**config.mk**
```make
export PLATFORM = sky130hd
export DESIGN_NAME = cag_core
export DESIGN_NICKNAME = d
export VERILOG_FILES = /design/src/hw/cag_pkg.sv /design/src/hw/cag_rf_if.sv /design/src/hw/cag_core.sv /design/src/hw/cag_add.sv /design/src/hw/cag_regfile.sv
export SDC_FILE = /design/constraint.sdc
export NUM_CORES = 2
export LEC_CHECK = 0
export ABC_AREA = 1
export BUFFER_PORTS_ARGS = -buffer_cell sky130_fd_sc_hd__buf_4
export CORE_MARGIN = 4
export CORE_UTILIZATION = 35
export CTS_BUF_LIST = sky130_fd_sc_hd__clkbuf_4 sky130_fd_sc_hd__clkbuf_8
export DETAILED_ROUTE_END_ITERATION = 10
export PLACE_DENSITY = 0.6
export SYNTH_ARGS = -nofsm -noshare
export SYNTH_HDL_FRONTEND = slang
export SYNTH_SLANG_ARGS = --single-unit
```
**constraint.sdc**
```tcl
create_clock -name clk -period 13.1 [get_ports clk]
set_clock_uncertainty 0.1 [all_clocks]
set_input_delay 2.62 -clock clk [delete_from_list [all_inputs] [get_ports clk]]
set_output_delay 2.62 -clock clk [all_outputs]
set_load 0.1 [all_outputs]
```
**src/hw/cag_pkg.sv**
```systemverilog
/*
 * Constants and types of the core address generation block.
 * Assumes one clock domain and a decoder that presents one request at a time.
 */
// Notes on behaviour
// - Sequential flow adds the fetched instruction length to the instruction pointer.
// - Relative target: sign-extended 8-bit displacement plus next instruction address.
// - Short branch and all conditional branches use the relative target.
// - Long call and long branch load the 16-bit immediate.
// - Short call targets stay inside 0800H to 0FFFH.
// - Table call reads a 16-bit target from 40H to 7FH, selected by bits 1-5.
// - Register branch copies the accumulator pair into the instruction pointer.
// - Multiply takes accumulator and partner bytes, product goes to accumulator pair.
// - Word divide reads and writes the accumulator pair.
// - Decimal adjust and digit rotate work on the accumulator byte implicitly.
// - A 3-bit code picks one of eight byte registers of the selected bank.
// - Direct addressing uses the 16-bit immediate as address.
// - Short direct reaches only FE20H to FF1FH.
// - Short direct address bit 8 is set only for immediates 00H to 1FH.
// - Special-register address is FF00H plus the 8-bit immediate.
// - Register indirect uses pointer or base pair of the selected bank.
// - Based: zero-extended offset plus base pair, carry dropped.
// - Based indexed: zero-extended index byte plus base pair, carry dropped.
// - Push, pop, call, return and interrupt saving use the stack pointer; this block moves it only for push and pop.
// - Stack accesses may target only internal high-speed RAM.
// - External window FFD0H to FFDFH is refused by special-register addressing.
// - Four banks of eight byte registers, bank chosen by two select bits.
package cag_pkg;

	// ****************************************
	// Address map
	// ****************************************
	localparam logic [4:0] SHORT_CALL_HI = 5'h01;
	localparam logic [15:0] TBL_BASE = 16'h0040;
	localparam logic [7:0] SADDR_SPLIT = 8'h20;
	localparam logic [6:0] SADDR_HI = 7'h7F;
	localparam logic [7:0] SFR_HI = 8'hFF;
	localparam logic [7:0] EXT_WIN_LO = 8'hD0;
	localparam logic [7:0] EXT_WIN_HI = 8'hDF;
	localparam logic [15:0] HIRAM_LO = 16'hFE20;
	localparam logic [15:0] HIRAM_HI = 16'hFEFF;

	// ****************************************
	// Register file layout
	// ****************************************
	localparam int NUM_BANKS = 4;
	localparam int REGS_PER_BANK = 8;
	localparam logic [2:0] REG_X = 3'h0;
	localparam logic [2:0] REG_A = 3'h1;
	localparam logic [2:0] REG_C = 3'h2;
	localparam logic [2:0] REG_B = 3'h3;
	localparam logic [1:0] PAIR_AX = 2'h0;
	localparam logic [1:0] PAIR_DE = 2'h2;
	localparam logic [1:0] PAIR_HL = 2'h3;
	localparam logic [7:0] REG_RESET = 8'h00;
	localparam logic [15:0] SP_RESET = 16'h0000;
	localparam logic [15:0] PC_RESET = 16'h0000;

	// ****************************************
	// Decimal adjust constants
	// ****************************************
	localparam logic [3:0] BCD_MAX = 4'h9;
	localparam logic [7:0] BCD_HI_MAX = 8'h99;
	localparam logic [7:0] ADJ_LO = 8'h06;
	localparam logic [7:0] ADJ_HI = 8'h60;

	// ****************************************
	// Types
	// ****************************************
	typedef enum logic [2:0] {
		PC_SEQ = 3'h0, PC_REL = 3'h1, PC_IMM = 3'h3,
		PC_SHORT = 3'h2, PC_TABLE = 3'h6, PC_REG = 3'h7
	} cag_pc_mode_t;

	typedef enum logic [3:0] {
		EA_DIR = 4'h0, EA_SADDR = 4'h1, EA_SFR = 4'h2, EA_IND_DE = 4'h3,
		EA_IND_HL = 4'h4, EA_BASED = 4'h5, EA_IDX_B = 4'h6, EA_IDX_C = 4'h7,
		EA_PUSH = 4'h8, EA_POP = 4'h9, EA_REG = 4'hA
	} cag_ea_mode_t;

	typedef enum logic [2:0] {
		IMP_MUL = 3'h0, IMP_DIV = 3'h1, IMP_ADJ_ADD = 3'h2,
		IMP_ADJ_SUB = 3'h3, IMP_DIGIT_ROTATE_RIGHT = 3'h4, IMP_DIGIT_ROTATE_LEFT = 3'h5
	} cag_imp_op_t;

	typedef enum logic [1:0] {
		ST_IDLE = 2'h0, ST_TBL = 2'h1
	} cag_state_t;

endpackage

```
**src/hw/cag_rf_if.sv**
```systemverilog
/*
 * Interface between the core and its register file.
 * Assumes the register file shares the core clock and reset.
 */
interface cag_rf_if;
	logic [1:0] bank;
	logic byte_we;
	logic [2:0] byte_idx;
	logic [7:0] byte_wdata;
	logic pair_we;
	logic [1:0] pair_idx;
	logic [15:0] pair_wdata;
	logic [7:0] cur [0:7];

	modport core (
		output bank, byte_we, byte_idx, byte_wdata, pair_we, pair_idx, pair_wdata,
		input cur
	);

	modport rf (
		input bank, byte_we, byte_idx, byte_wdata, pair_we, pair_idx, pair_wdata,
		output cur
	);
endinterface

```
**src/hw/cag_core.sv**
```systemverilog
/*
 * Address generation of the processor core: next instruction pointer,
 * operand effective addresses, stack pointer and implied accumulator ops.
 * Assumes the decoder holds one request per cycle and that memory answers
 * a table read with an acknowledge while the request stands.
 */
module cag_core (
	// Clock and reset
	input wire logic clk,
	input wire logic reset_n,

	// Bank select
	input wire logic bank_sel_bit0,
	input wire logic bank_sel_bit1,

	// Instruction flow request
	input wire logic pc_step,
	input wire cag_pkg::cag_pc_mode_t pc_mode,
	input wire logic [2:0] instr_len,
	input wire logic [15:0] imm16,
	input wire logic [7:0] rel_displacement,

	// Vector table read
	output logic tbl_req,
	output logic [15:0] tbl_addr,
	input wire logic tbl_ack,
	input wire logic [15:0] tbl_data,

	// Instruction pointer
	output logic [15:0] instr_pointer,
	output logic pc_busy,

	// Operand address request
	input wire logic ea_req,
	input wire cag_pkg::cag_ea_mode_t ea_mode,
	input wire logic [2:0] reg_code,
	input wire logic [1:0] stack_cnt,

	// Operand address answer
	output logic ea_valid,
	output logic [15:0] ea_addr,
	output logic ea_fault,
	output logic [7:0] reg_data,

	// Stack pointer
	input wire logic sp_load,
	input wire logic [15:0] sp_wdata,
	output logic [15:0] stack_ptr,

	// Register writes from the datapath
	input wire logic rf_we,
	input wire logic [2:0] rf_code,
	input wire logic [7:0] rf_wdata,
	input wire logic rf_pair_we,
	input wire logic [1:0] rf_pair_code,
	input wire logic [15:0] rf_pair_wdata,

	// Implied accumulator operations
	input wire logic imp_req,
	input wire cag_pkg::cag_imp_op_t imp_op,
	input wire logic [7:0] mem_rdata,
	input wire logic carry_in,
	input wire logic aux_carry_in,
	output logic imp_done,
	output logic [7:0] mem_wdata
);

	// ****************************************
	// Reset synchroniser
	// ****************************************
	logic rst_meta_q;
	logic rst_n_q;

	always_ff @(posedge clk or negedge reset_n) begin
		if (!reset_n) begin
			rst_meta_q <= 1'b0;
			rst_n_q <= 1'b0;
		end else begin
			rst_meta_q <= 1'b1;
			rst_n_q <= rst_meta_q;
		end
	end

	// ****************************************
	// Register file
	// ****************************************
	cag_rf_if rfi ();

	cag_regfile u_rf (
		.clk(clk),
		.rst_n(rst_n_q),
		.rf(rfi.rf)
	);

	logic [7:0] reg_a;
	logic [7:0] reg_x;
	logic [7:0] reg_b;
	logic [7:0] reg_c;
	logic [15:0] accum_pair;
	logic [15:0] pointer_pair;
	logic [15:0] base_pair;

	assign rfi.bank = {bank_sel_bit1, bank_sel_bit0};
	assign reg_a = rfi.cur[cag_pkg::REG_A];
	assign reg_x = rfi.cur[cag_pkg::REG_X];
	assign reg_b = rfi.cur[cag_pkg::REG_B];
	assign reg_c = rfi.cur[cag_pkg::REG_C];
	assign accum_pair = {rfi.cur[{cag_pkg::PAIR_AX, 1'b1}], rfi.cur[{cag_pkg::PAIR_AX, 1'b0}]};
	assign pointer_pair = {rfi.cur[{cag_pkg::PAIR_DE, 1'b1}], rfi.cur[{cag_pkg::PAIR_DE, 1'b0}]};
	assign base_pair = {rfi.cur[{cag_pkg::PAIR_HL, 1'b1}], rfi.cur[{cag_pkg::PAIR_HL, 1'b0}]};

	// ****************************************
	// Next instruction pointer
	// ****************************************
	logic [15:0] pc_q;
	logic [15:0] pc_d;
	logic [15:0] seq_pc;
	logic [15:0] rel_pc;
	logic [15:0] short_pc;
	logic [15:0] tbl_entry;
	logic take_step;
	logic start_tbl;
	logic end_tbl;

	cag_add #(
		.SEXT(1'b0)
	) u_add_seq (
		.base(pc_q),
		.offset({5'h00, instr_len}),
		.sum(seq_pc)
	);

	cag_add #(
		.SEXT(1'b1)
	) u_add_rel (
		.base(seq_pc),
		.offset(rel_displacement),
		.sum(rel_pc)
	);

	assign short_pc = {cag_pkg::SHORT_CALL_HI, imm16[10:0]};
	assign tbl_entry = {cag_pkg::TBL_BASE[15:6], imm16[5:1], 1'b0};

	assign pc_d = (pc_mode == cag_pkg::PC_REL) ? rel_pc :
		(pc_mode == cag_pkg::PC_IMM) ? imm16 :
		(pc_mode == cag_pkg::PC_SHORT) ? short_pc :
		(pc_mode == cag_pkg::PC_REG) ? accum_pair :
		seq_pc;

	// ****************************************
	// Table call sequencer
	// ****************************************
	cag_pkg::cag_state_t state_q;
	cag_pkg::cag_state_t state_d;
	logic [15:0] tbl_addr_q;

	assign take_step = pc_step && (state_q == cag_pkg::ST_IDLE);
	assign start_tbl = take_step && (pc_mode == cag_pkg::PC_TABLE);
	assign end_tbl = (state_q == cag_pkg::ST_TBL) && tbl_ack;

	always_comb begin
		state_d = state_q;
		unique case (state_q)
			cag_pkg::ST_IDLE: begin
				if (start_tbl) begin
					state_d = cag_pkg::ST_TBL;
				end
			end
			cag_pkg::ST_TBL: begin
				if (tbl_ack) begin
					state_d = cag_pkg::ST_IDLE;
				end
			end
			default: begin
				state_d = cag_pkg::ST_IDLE;
			end
		endcase
	end

	always_ff @(posedge clk or negedge rst_n_q) begin
		if (!rst_n_q) begin
			state_q <= cag_pkg::ST_IDLE;
		end else begin
			state_q <= state_d;
		end
	end

	always_ff @(posedge clk or negedge rst_n_q) begin
		if (!rst_n_q) begin
			tbl_addr_q <= cag_pkg::TBL_BASE;
		end else if (start_tbl) begin
			tbl_addr_q <= tbl_entry;
		end
	end

	always_ff @(posedge clk or negedge rst_n_q) begin
		if (!rst_n_q) begin
			pc_q <= cag_pkg::PC_RESET;
		end else if (end_tbl) begin
			pc_q <= tbl_data;
		end else if (take_step && !start_tbl) begin
			pc_q <= pc_d;
		end
	end

	assign tbl_req = (state_q == cag_pkg::ST_TBL);
	assign tbl_addr = tbl_addr_q;
	assign pc_busy = (state_q == cag_pkg::ST_TBL);
	assign instr_pointer = pc_q;

	// ****************************************
	// Operand effective address
	// ****************************************
	logic [15:0] saddr_ea;
	logic [15:0] sfr_ea;
	logic [15:0] based_ea;
	logic [15:0] idx_b_ea;
	logic [15:0] idx_c_ea;
	logic [15:0] push_ea;
	logic [15:0] pop_sp;
	logic [15:0] stk_ea;
	logic [15:0] stk_end;
	logic [15:0] ea_d;
	logic sfr_ext;
	logic stk_mode;
	logic stk_out;
	logic fault_d;
	logic [15:0] sp_q;
	logic [15:0] ea_q;
	logic ea_valid_q;
	logic ea_fault_q;
	logic [7:0] reg_data_q;

	// Bit 8 low for 20H-FFH, high for 00H-1FH
	assign saddr_ea = {cag_pkg::SADDR_HI, imm16[7:0] < cag_pkg::SADDR_SPLIT, imm16[7:0]};
	assign sfr_ea = {cag_pkg::SFR_HI, imm16[7:0]};
	assign sfr_ext = (imm16[7:0] >= cag_pkg::EXT_WIN_LO) && (imm16[7:0] <= cag_pkg::EXT_WIN_HI);

	cag_add #(
		.SEXT(1'b0)
	) u_add_based (
		.base(base_pair),
		.offset(imm16[7:0]),
		.sum(based_ea)
	);

	cag_add #(
		.SEXT(1'b0)
	) u_add_idx_b (
		.base(base_pair),
		.offset(reg_b),
		.sum(idx_b_ea)
	);

	cag_add #(
		.SEXT(1'b0)
	) u_add_idx_c (
		.base(base_pair),
		.offset(reg_c),
		.sum(idx_c_ea)
	);

	// Push pre-decrements, pop reads then increments
	assign push_ea = sp_q - {14'h0000, stack_cnt};
	assign pop_sp = sp_q + {14'h0000, stack_cnt};
	assign stk_mode = (ea_mode == cag_pkg::EA_PUSH) || (ea_mode == cag_pkg::EA_POP);
	assign stk_ea = (ea_mode == cag_pkg::EA_PUSH) ? push_ea : sp_q;
	assign stk_end = stk_ea + {14'h0000, stack_cnt} - 16'h0001;
	assign stk_out = (stk_ea < cag_pkg::HIRAM_LO) || (stk_end > cag_pkg::HIRAM_HI);

	assign ea_d = (ea_mode == cag_pkg::EA_DIR) ? imm16 :
		(ea_mode == cag_pkg::EA_SADDR) ? saddr_ea :
		(ea_mode == cag_pkg::EA_SFR) ? sfr_ea :
		(ea_mode == cag_pkg::EA_IND_DE) ? pointer_pair :
		(ea_mode == cag_pkg::EA_IND_HL) ? base_pair :
		(ea_mode == cag_pkg::EA_BASED) ? based_ea :
		(ea_mode == cag_pkg::EA_IDX_B) ? idx_b_ea :
		(ea_mode == cag_pkg::EA_IDX_C) ? idx_c_ea :
		stk_mode ? stk_ea :
		16'h0000;

	assign fault_d = ((ea_mode == cag_pkg::EA_SFR) && sfr_ext) ||
		(stk_mode && stk_out);

	always_ff @(posedge clk or negedge rst_n_q) begin
		if (!rst_n_q) begin
			ea_q <= 16'h0000;
			ea_fault_q <= 1'b0;
			reg_data_q <= cag_pkg::REG_RESET;
		end else if (ea_req) begin
			ea_q <= ea_d;
			ea_fault_q <= fault_d;
			reg_data_q <= rfi.cur[reg_code];
		end
	end

	always_ff @(posedge clk or negedge rst_n_q) begin
		if (!rst_n_q) begin
			ea_valid_q <= 1'b0;
		end else begin
			ea_valid_q <= ea_req;
		end
	end

	// Load by software wins over a stack move
	always_ff @(posedge clk or negedge rst_n_q) begin
		if (!rst_n_q) begin
			sp_q <= cag_pkg::SP_RESET;
		end else if (sp_load) begin
			sp_q <= sp_wdata;
		end else if (ea_req && (ea_mode == cag_pkg::EA_PUSH)) begin
			sp_q <= push_ea;
		end else if (ea_req && (ea_mode == cag_pkg::EA_POP)) begin
			sp_q <= pop_sp;
		end
	end

	assign ea_valid = ea_valid_q;
	assign ea_addr = ea_q;
	assign ea_fault = ea_fault_q;
	assign reg_data = reg_data_q;
	assign stack_ptr = sp_q;

	// ****************************************
	// Implied accumulator operations
	// ****************************************
	logic [15:0] mul_res;
	logic [15:0] div_quo;
	logic [7:0] div_rem;
	logic adj_lo;
	logic adj_hi;
	logic [7:0] adj_val;
	logic [7:0] adj_add_res;
	logic [7:0] adj_sub_res;
	logic [7:0] rot_a;
	logic [7:0] rot_m;
	logic [7:0] imp_a;
	logic imp_pair;
	logic imp_byte;
	logic imp_mem;
	logic imp_done_q;
	logic [7:0] mem_wdata_q;

	assign mul_res = {8'h00, reg_a} * {8'h00, reg_x};
	// Divide by zero gives all ones and keeps the dividend low byte
	assign div_quo = (reg_c == 8'h00) ? 16'hFFFF : accum_pair / {8'h00, reg_c};
	assign div_rem = (reg_c == 8'h00) ? accum_pair[7:0] : 8'(accum_pair % {8'h00, reg_c});

	assign adj_lo = (reg_a[3:0] > cag_pkg::BCD_MAX) || aux_carry_in;
	assign adj_hi = (reg_a > cag_pkg::BCD_HI_MAX) || carry_in;
	assign adj_val = (adj_lo ? cag_pkg::ADJ_LO : 8'h00) | (adj_hi ? cag_pkg::ADJ_HI : 8'h00);
	assign adj_add_res = reg_a + adj_val;
	assign adj_sub_res = reg_a - adj_val;

	assign rot_a = (imp_op == cag_pkg::IMP_DIGIT_ROTATE_RIGHT) ? {reg_a[7:4], mem_rdata[3:0]} :
		{reg_a[7:4], mem_rdata[7:4]};
	assign rot_m = (imp_op == cag_pkg::IMP_DIGIT_ROTATE_RIGHT) ? {reg_a[3:0], mem_rdata[7:4]} :
		{mem_rdata[3:0], reg_a[3:0]};

	assign imp_pair = imp_req && ((imp_op == cag_pkg::IMP_MUL) || (imp_op == cag_pkg::IMP_DIV));
	assign imp_mem = imp_req && ((imp_op == cag_pkg::IMP_DIGIT_ROTATE_RIGHT) || (imp_op == cag_pkg::IMP_DIGIT_ROTATE_LEFT));
	assign imp_byte = imp_req && !imp_pair;
	assign imp_a = (imp_op == cag_pkg::IMP_ADJ_ADD) ? adj_add_res :
		(imp_op == cag_pkg::IMP_ADJ_SUB) ? adj_sub_res :
		rot_a;

	// Implied results take the write ports ahead of the datapath
	assign rfi.pair_we = imp_pair || rf_pair_we;
	assign rfi.pair_idx = imp_pair ? cag_pkg::PAIR_AX : rf_pair_code;
	assign rfi.pair_wdata = !imp_pair ? rf_pair_wdata :
		(imp_op == cag_pkg::IMP_MUL) ? mul_res : div_quo;

	assign rfi.byte_we = imp_byte || (imp_pair && (imp_op == cag_pkg::IMP_DIV)) || rf_we;
	assign rfi.byte_idx = imp_byte ? cag_pkg::REG_A :
		(imp_pair && (imp_op == cag_pkg::IMP_DIV)) ? cag_pkg::REG_C : rf_code;
	assign rfi.byte_wdata = imp_byte ? imp_a :
		(imp_pair && (imp_op == cag_pkg::IMP_DIV)) ? div_rem : rf_wdata;

	always_ff @(posedge clk or negedge rst_n_q) begin
		if (!rst_n_q) begin
			imp_done_q <= 1'b0;
			mem_wdata_q <= 8'h00;
		end else begin
			imp_done_q <= imp_req;
			if (imp_mem) begin
				mem_wdata_q <= rot_m;
			end
		end
	end

	assign imp_done = imp_done_q;
	assign mem_wdata = mem_wdata_q;

endmodule

```
**src/hw/cag_add.sv**
```systemverilog
/*
 * 16-bit address adder with an 8-bit offset.
 * Assumes the carry out of bit 15 is never wanted.
 */
module cag_add #(
	parameter bit SEXT = 1'b0
) (
	// Operands
	input wire logic [15:0] base,
	input wire logic [7:0] offset,
	// Result
	output logic [15:0] sum
);
	logic [15:0] ext;

	// Width of sum drops the carry, so targets wrap
	assign ext = SEXT ? {{8{offset[7]}}, offset} : {8'h00, offset};
	assign sum = base + ext;
endmodule

```
**src/hw/cag_regfile.sv**
```systemverilog
/*
 * Banked general register file: four banks of eight bytes.
 * Assumes synchronous reset release by the core.
 */
module cag_regfile (
	// Clock and reset
	input wire logic clk,
	input wire logic rst_n,
	// Core side
	cag_rf_if.rf rf
);
	logic [7:0] mem_q [0:cag_pkg::NUM_BANKS*cag_pkg::REGS_PER_BANK-1];
	logic [4:0] byte_addr;
	logic [4:0] pair_lo;
	logic [4:0] pair_hi;

	assign byte_addr = {rf.bank, rf.byte_idx};
	assign pair_lo = {rf.bank, rf.pair_idx, 1'b0};
	assign pair_hi = {rf.bank, rf.pair_idx, 1'b1};

	genvar g;
	generate
		for (g = 0; g < cag_pkg::REGS_PER_BANK; g++) begin : g_rd
			assign rf.cur[g] = mem_q[{rf.bank, 3'(g)}];
		end
	endgenerate

	// Pair write is last, so it wins a collision
	always_ff @(posedge clk or negedge rst_n) begin
		if (!rst_n) begin
			for (int i = 0; i < cag_pkg::NUM_BANKS*cag_pkg::REGS_PER_BANK; i++) begin
				mem_q[i] <= cag_pkg::REG_RESET;
			end
		end else begin
			if (rf.byte_we) begin
				mem_q[byte_addr] <= rf.byte_wdata;
			end
			if (rf.pair_we) begin
				mem_q[pair_lo] <= rf.pair_wdata[7:0];
				mem_q[pair_hi] <= rf.pair_wdata[15:8];
			end
		end
	end
endmodule

```
# After elaboration in Yosys (flattened, before gate mapping)
# Index checks and enable logic that the tools add are counted.
[word_totals]
ff_bits = 332
in_bits = 124
wordCells = 225
output_inout_bits = 85
[classes]
div = 2
n_bitwise = 13
addsub = 11
n_reduce_logical = 35
mul = 1
n_mux = 75
n_eq_ne = 22
order_cmp = 22
[op_table]
columns = ["op", "count"]
rows = [
  ["bitwise mux 256 bit", 3],
  ["2-to-1 mux 256 bit", 2],
  ["2-to-1 mux 16 bit", 22],
  ["binary-select mux 8 bit (select 5 bit)", 8],
  ["2-to-1 mux 8 bit", 27],
  ["demux 8 bit (select 5 bit)", 3],
  ["greater-or-equal comparator 6 bit (second input constant)", 11],
  ["inverter 5 -> 6 bit", 11],
  ["adder 16 x 8 -> 16 bit", 3],
  ["adder 16 x 2 -> 16 bit", 2],
  ["binary-select mux 8 bit (select 3 bit)", 1],
  ["< comparator 6 x 1 -> 1 bit (second input constant)", 3],
  ["adder 16 bit", 1],
  ["adder 16 x 3 -> 16 bit", 1],
  ["divider 16 x 8 -> 16 bit", 1],
  ["== test 4 x 3 -> 1 bit (second input constant)", 4],
  ["greater-than comparator 16 bit (second input constant)", 1],
  ["logical AND 1 bit", 16],
  ["< comparator 16 bit (second input constant)", 1],
  ["modulo 16 x 8 -> 16 bit", 1],
  ["multiplier 8 x 8 -> 16 bit", 1],
  ["subtractor 16 x 1 -> 16 bit (second input constant)", 1],
  ["subtractor 16 x 2 -> 16 bit", 1],
  ["== test 3 x 2 -> 1 bit (second input constant)", 4],
  ["other kinds (31)", 52],
]

# Longest topological paths before layout
[logic_depth]
depth_word = 17
depth_mapped = 233
mapped_depth_nobuf = 218

# Modules after synthesis
# From an unflattened synthesis, not the netlist that was laid out.
[unflattened]
cells_unflattened = 5513
hier_area_um2 = 34324.2
[by_module_without_submodules]
columns = ["mod", "instances", "area_per_inst_um2", "seq_area_each_um2", "cells_per_inst"]
rows = [
  ["cag_core", 1, 15648.8, 1876.8, 2505],
  ["cag_regfile", 1, 15104.5, 6406.1, 2328],
  ["cag_add at u_add_based ...", 4, 660.6, 0.0, 126],
  ["cag_add at u_add_rel", 1, 928.4, 0.0, 176],
]

# Least setup slack after synthesis
# No wires, ideal clock.
[synth_path]
kind = "input -> register"
startpoint = "in bank_sel_bit0"
endpoint = "reg u_rf.mem_q[104] (netlist bit)"
required_time_ns = 12.878
setup_slack_ns = -18.041
arrival_time_ns = 30.919
setup_ns = 0.122
path_stages = 223
path_cell_list = "buf_6 buf_8 nand2_2 inv_2 clkbuf_1 buf_1 a22oi_1 and2_1 ha_1 nor2_1 nor2_1 nand3_2 nand2_1 nand2_1 ha_1 o21ai_0 nand2_1 nand3_4 (+187 left out) buf_8 o21ai_2 fa_1 nand3_1 nand3_1 a21oi_1 o21bai_1 nand2_1 o211ai_1 a21oi_1 nand3_1 nor2_2 nand3_4 o21ai_2 nand3_2 buf_6 a21oi_2 a21oi_2"
[synth_via]
elab_chain_cells = 13
elab_cells_between_ends = 49
[synth_rtl]
columns = ["element", "line_no", "rtl"]
rows = [
  ["start: declaration", "cag_core.sv:13", "input wire logic bank_sel_bit0,"],
  ["inverter 5 -> 6 bit (not written as such)", "cag_regfile.sv:24", "assign rf.cur[g] = mem_q[{rf.bank, 3'(g)}];"],
  ["binary-select mux 8 bit (select 5 bit)", "cag_regfile.sv:24", ""],
  ["2-to-1 mux 8 bit (not written as such) (2 in series)", "cag_regfile.sv:24", ""],
  ["modulo 16 x 8 -> 16 bit (tied with other cells)", "cag_core.sv:347", "assign div_rem = (reg_c == 8'h00) ? accum_pair[7:0] : 8'(accum_pair % {8'h00, reg_c});"],
  ["2-to-1 mux 8 bit, on equally long branches", "cag_core.sv:347, cag_core.sv:364", ""],
  ["2-to-1 mux 8 bit, on equally long branches", "cag_core.sv:377, cag_core.sv:363", ""],
  ["2-to-1 mux 8 bit", "cag_core.sv:376", "assign rfi.byte_wdata = imp_byte ? imp_a :"],
  ["bitwise mux 256 bit", "cag_regfile.sv:36", "mem_q[byte_addr] <= rf.byte_wdata;"],
  ["2-to-1 mux 256 bit", "cag_regfile.sv:35", "if (rf.byte_we) begin"],
  ["bitwise mux 256 bit", "cag_regfile.sv:39", "mem_q[pair_lo] <= rf.pair_wdata[7:0];"],
  ["bitwise mux 256 bit", "cag_regfile.sv:40", "mem_q[pair_hi] <= rf.pair_wdata[15:8];"],
  ["2-to-1 mux 256 bit (*)", "cag_regfile.sv:38", "if (rf.pair_we) begin"],
  ["end signal: indexed assignment", "cag_regfile.sv:36", ""],
  ["end signal: indexed assignment", "cag_regfile.sv:39", ""],
  ["end signal: indexed assignment", "cag_regfile.sv:40", ""],
  ["end: declaration", "cag_regfile.sv:12", "logic [7:0] mem_q [0:cag_pkg::NUM_BANKS*cag_pkg::REGS_PER_BANK-1];"],
]
# Every way passes the cells marked *; elsewhere a longest branch is shown, timed or not. The select of a mux whose other input is x is not followed.
# A chain may end at the register's enable or synchronous reset.

# Final worst setup path
[layout_path]
startpoint = "in bank_sel_bit1"
endpoint = "reg u_rf.mem_q[100] (netlist bit)"
[layout_via]
elab_chain_cells = 17
elab_cells_between_ends = 53
[layout_rtl]
columns = ["element", "line_no", "rtl"]
rows = [
  ["start: declaration", "cag_core.sv:14", "input wire logic bank_sel_bit1,"],
  ["branches (longest 16 deep; another with modulo 16 x 8 -> 16 bit)", "--", ""],
  ["2-to-1 mux 256 bit (*)", "cag_regfile.sv:38", ""],
]
# Mark *: on every way between the ends. The select of a mux whose other input is x is not followed.

==> impl_results.html <==
<table>
<tr><th>Metric</th><th>Value</th></tr>
<tr><th colspan="2">Routing</th></tr>
<tr><td>Via count</td><td>36480</td></tr>
<tr><td>DRC violation count after routing</td><td>0</td></tr>
<tr><td>Number of DRC markers after the initial detailed-route iteration</td><td>around 3700</td></tr>
<tr><td>Post-detailed-route via-to-cell ratio</td><td>~5.5</td></tr>
<tr><td>Total wirelength of the detailed-routed design</td><td>~140000 um</td></tr>
<tr><td>Detailed-router iteration count before antenna repair</td><td>6</td></tr>
<tr><td>Post-route antenna net violation count</td><td>0</td></tr>
<tr><td>Avg WL per Cell</td><td>between 20 and 25 um</td></tr>
<tr><th colspan="2">Floorplanning</th></tr>
<tr><td>I/O pin count</td><td>approximately 210</td></tr>
<tr><td>Row count</td><td>between 100 and 150</td></tr>
<tr><td>Height of the die</td><td>around 310 um</td></tr>
<tr><td>Core outline area</td><td>90010 um2</td></tr>
<tr><td>Area of the die</td><td>about 95000 um2</td></tr>
<tr><td>Starting density of the core</td><td>between 30% and 40%</td></tr>
<tr><td>Die Span X</td><td>a little over 300 um</td></tr>
<tr><th colspan="2">Placement</th></tr>
<tr><td>Setup WS pre-CTS</td><td>-15.04 ns</td></tr>
<tr><td>Final weighted congestion in routability-driven placement</td><td>0.9685</td></tr>
<tr><td>Half-perimeter wire length after placement</td><td>92810 um</td></tr>
<tr><td>Number of placed instances with taps included</td><td>approximately 6100</td></tr>
<tr><td>Port buffer count</td><td>between 150 and 200</td></tr>
<tr><th colspan="2">STA</th></tr>
<tr><td>Setup Total Neg Slack</td><td>-3635.79 ns</td></tr>
<tr><td>Hold Violations, Final</td><td>0</td></tr>
<tr><td>Setup violations, final</td><td>256</td></tr>
<tr><td>Slew at the pin closest to its max-slew limit</td><td>around 1.3 ns</td></tr>
<tr><td>Final period demand of the worst path</td><td>27.46 ns</td></tr>
<tr><td>Number of pins with negative max-slew slack in the final report</td><td>0</td></tr>
<tr><td>Post-route worst hold slack</td><td>about 0.25 ns</td></tr>
<tr><td>Fin crit share</td><td>209.6%</td></tr>
<tr><td>Worst path setup slack after routing</td><td>-14.36 ns</td></tr>
<tr><td>RSZ-0062 raised after global routing</td><td>true</td></tr>
<tr><td>Worst slew margin relative to its limit</td><td>14.87%</td></tr>
<tr><td>Timing-limited maximum frequency</td><td>around 0.036 GHz</td></tr>
<tr><th colspan="2">Synthesis</th></tr>
<tr><td>Number of synthesized register bits</td><td>around 330</td></tr>
<tr><td>Synth Area in XOR/XNOR</td><td>~3.7%</td></tr>
<tr><td>Area fraction in compound gates after synthesis</td><td>a little under a quarter</td></tr>
<tr><td>Proportion of netlist area held by the largest area contributor</td><td>26.12%</td></tr>
<tr><td>Number of warning messages in the yosys log</td><td>0</td></tr>
<tr><td>Post-synthesis cell type with the largest combined area</td><td>sky130_fd_sc_hd__dfrtp_1</td></tr>
<tr><td>Share of async-settable or async-resettable flops after synthesis</td><td>100.0%</td></tr>
<tr><td>Synthesized-area fraction occupied by and/or/nand/nor cells</td><td>25.43%</td></tr>
<tr><td>Synth Area in Adders</td><td>11.41%</td></tr>
<tr><td>Combinational family with the most area after synthesis</td><td>simple AND/OR/NAND/NOR gates</td></tr>
<tr><td>Number of distinct library cells after synthesis</td><td>76</td></tr>
<tr><td>Proportion of synthesized chip area in sequential cells</td><td>roughly a quarter</td></tr>
<tr><td>Most frequent cells after synthesis</td><td>sky130_fd_sc_hd__nand2_1 (833), sky130_fd_sc_hd__a21oi_1 (657), sky130_fd_sc_hd__nor2_1 (492), sky130_fd_sc_hd__inv_1 (489), sky130_fd_sc_hd__dfrtp_1 (331)</td></tr>
<tr><td>Most common flop cell mapped by yosys</td><td>sky130_fd_sc_hd__dfrtp_1</td></tr>
<tr><td>Syn Std Cell Area</td><td>around 32000 um2</td></tr>
<tr><td>Mux cell area share after synthesis</td><td>0.03551%</td></tr>
<tr><td>Post-Synthesis Mean Instance Area</td><td>7.122 um2</td></tr>
<tr><td>Dominant cell by count in the synthesized netlist</td><td>sky130_fd_sc_hd__nand2_1</td></tr>
<tr><td>Synth top area cells</td><td>sky130_fd_sc_hd__dfrtp_1 (26%), sky130_fd_sc_hd__a21oi_1 (10%), sky130_fd_sc_hd__nand2_1 (9.9%)</td></tr>
<tr><td>Number of enable-type register cells in the synthesized netlist</td><td>0</td></tr>
<tr><td>Cells after Synth</td><td>about 4500</td></tr>
<tr><th colspan="2">Finish</th></tr>
<tr><td>Layout overhead on the synthesized area</td><td>38.98%</td></tr>
<tr><td>Nets@finish</td><td>5760</td></tr>
<tr><td>Fillers</td><td>around 8600</td></tr>
<tr><td>Fraction of final layout cells sized beyond drive strength 1</td><td>between 30% and 40%</td></tr>
<tr><td>Cell Count, Final, Fillers Out</td><td>about 6600</td></tr>
<tr><th colspan="2">GRT</th></tr>
<tr><td>First-pass GRT wire length</td><td>around 200000 um</td></tr>
<tr><td>Vias in the first global route</td><td>34430</td></tr>
<tr><td>Antenna violations before repair</td><td>4</td></tr>
<tr><td>Met3 capacity usage during global routing</td><td>roughly 5.4%</td></tr>
<tr><td>Aggregate global routing overflow</td><td>0</td></tr>
<tr><td>Pin count of the biggest net entering global routing</td><td>149</td></tr>
<tr><td>Grt met1 use</td><td>between 30 and 40%</td></tr>
<tr><td>Most Used Layer, Global Route</td><td>met2</td></tr>
<tr><td>Met2 layer usage reported by global route</td><td>42.26%</td></tr>
<tr><td>Total track usage</td><td>a little over a quarter</td></tr>
<tr><th colspan="2">Critical path</th></tr>
<tr><td>Critical path data arrival time</td><td>about 28 ns</td></tr>
<tr><td>Critical-path maximum fanout</td><td>8</td></tr>
<tr><td>Critical Path Sink Type</td><td>flop</td></tr>
<tr><td>Slowest cell on the critical path</td><td>sky130_fd_sc_hd__fa_2</td></tr>
<tr><td>Stage delay of the slowest cell on the critical path</td><td>0.35 ns</td></tr>
<tr><td>Critical Path Most Common Cell</td><td>sky130_fd_sc_hd__nand2_2</td></tr>
<tr><td>Category of the worst setup path launch point</td><td>primary input</td></tr>
<tr><td>Worst path required time</td><td>about 14 ns</td></tr>
<tr><td>Start-to-end type of the worst setup path</td><td>primary input to flop</td></tr>
<tr><th colspan="2">Run status</th></tr>
<tr><td>Outcome</td><td>complete, but fails checks</td></tr>
<tr><td>Violated checks</td><td>setup timing</td></tr>
<tr><th colspan="2">Clock network</th></tr>
<tr><td>Number of buffers created by CTS</td><td>between 60 and 70</td></tr>
<tr><td>Clock slew at the register clock pins of the worst setup and hold paths</td><td>about 0.060 ns</td></tr>
<tr><td>CTS HTree Levels</td><td>3</td></tr>
<tr><td>Bufs on Longest Clock Path</td><td>3</td></tr>
<tr><td>Buffer type at the clock tree root</td><td>sky130_fd_sc_hd__clkbuf_8</td></tr>
<tr><td>CTS Sinks</td><td>between 300 and 400</td></tr>
<tr><td>Number of hold buffers added after cts</td><td>0</td></tr>
<tr><td>CTS tree</td><td>done</td></tr>
<tr><td>Worst skew pair latency</td><td>roughly 0.70 ns</td></tr>
<tr><th colspan="2">Min path</th></tr>
<tr><td>Kind of path behind the tightest hold check</td><td>flop to flop</td></tr>
<tr><th colspan="2">Flow run</th></tr>
<tr><td>Number of maximum-capacitance constraint violations</td><td>0</td></tr>
</table>
## critical path: cells and delay by family
kind	cells	cell delay [ns]
AOI/OAI and AO/OA	52	7.25
xor gates and xnor gates	2	0.28
adders and majority gates	15	4.25
buffers and inverters	58	6.33
and+or+nand+nor	84	7.21
## registers in the layout, indices dropped and copies added (netlist names), 5 cells and up
register / count
reg_data: 8
ea_addr: 16
instr_pointer: 16
mem_wdata: 8
tbl_addr: 5
u_rf.mem_q: 256
stack_ptr: 16
## cell usage in the layout, fill, tap and decap left out, types with 35 or more instances in the layout
cell,synthesis,layout
sky130_fd_sc_hd__a21oi_1,657,486
sky130_fd_sc_hd__a21oi_2,31,192
sky130_fd_sc_hd__a22oi_1,63,61
sky130_fd_sc_hd__buf_12,3,35
sky130_fd_sc_hd__buf_4,13,964
sky130_fd_sc_hd__clkbuf_8,11,77
sky130_fd_sc_hd__dfrtp_1,331,330
sky130_fd_sc_hd__fa_1,47,46
sky130_fd_sc_hd__ha_1,214,195
sky130_fd_sc_hd__inv_1,489,476
sky130_fd_sc_hd__nand2_1,833,682
sky130_fd_sc_hd__nand2_2,21,115
sky130_fd_sc_hd__nand2_4,21,71
sky130_fd_sc_hd__nand3_1,154,143
sky130_fd_sc_hd__nand3_2,55,61
sky130_fd_sc_hd__nor2_1,492,481
sky130_fd_sc_hd__nor2_2,49,52
sky130_fd_sc_hd__o211ai_1,54,54
sky130_fd_sc_hd__o21ai_0,236,209
sky130_fd_sc_hd__xnor2_1,35,35
sky130_fd_sc_hd__xor2_1,100,97
## metrics by stage
step	cell area, um2	utilization (%)
2_1_floorplan	32000	-
3_3_place_gp	37620	41.80
3_5_place_dp	37620	41.80
4_1_cts	42030	46.69
5_1_grt	44060	48.95
6_report	44070	48.96
## what timing repair did
| action | 4_1_cts | 5_1_grt |
|---|---|---|
| pin swaps | 136 | 216 |
| gates cloned | 8 | 7 |
| setup buffers | 282 | 55 |
| endpoints found under the setup margin | 256 | 256 |
| gates resized for setup | 164 | 378 |
## worst paths after layout
| check | startpoint | end | slack (ns) | cells past startpoint |
|---|---|---|---|---|
| hold / removal | rst_meta_q | rst_n_q | 0.25 | 0 |
| min in group asynchronous | rst_n_q | stack_ptr[15] | 0.33 | 0 |
| setup reg to reg | u_rf.mem_q[247] | u_rf.mem_q[100] | -12.63 | 207 |
| hold reg to reg | rst_meta_q | rst_n_q | 0.25 | 0 |
| max in group asynchronous | rst_n_q | u_rf.mem_q[231] | 10.19 | 2 |
| setup / recovery | bank_sel_bit1 | u_rf.mem_q[100] | -14.36 | 211 |
## cell families after synthesis
kind of cell / count (synthesis)
other cells: 2
mux: 1
simple gates: 1764
xor+xnor: 135
buf+inv: 702
compound gates: 1256
flops: 331
fa+ha+maj: 261
## final cells by class
type                       instances  area, um2  share of cell area (%)
multi-input combinational       3430      22420                   50.86
timing repair buffer            1030       8492                   19.27
sequential                       331       8287                   18.80
inverter                         516       1977                   4.486
tap                             1176       1471                   3.339
clock buffer                      98       1217                   2.763
clock inverter                    15      193.9                  0.4401
antenna                            6      15.01                 0.03407
## routing by layer
layer	vias to the layer above	routed length, um
met5	-	107
met4	4	7040
met3	439	13220
met2	1821	61530
met1	17420	55720
li1	16790	-
Power is not shown: default switching activity piles up to over one toggle a cycle in this logic, so the estimate is an artifact.
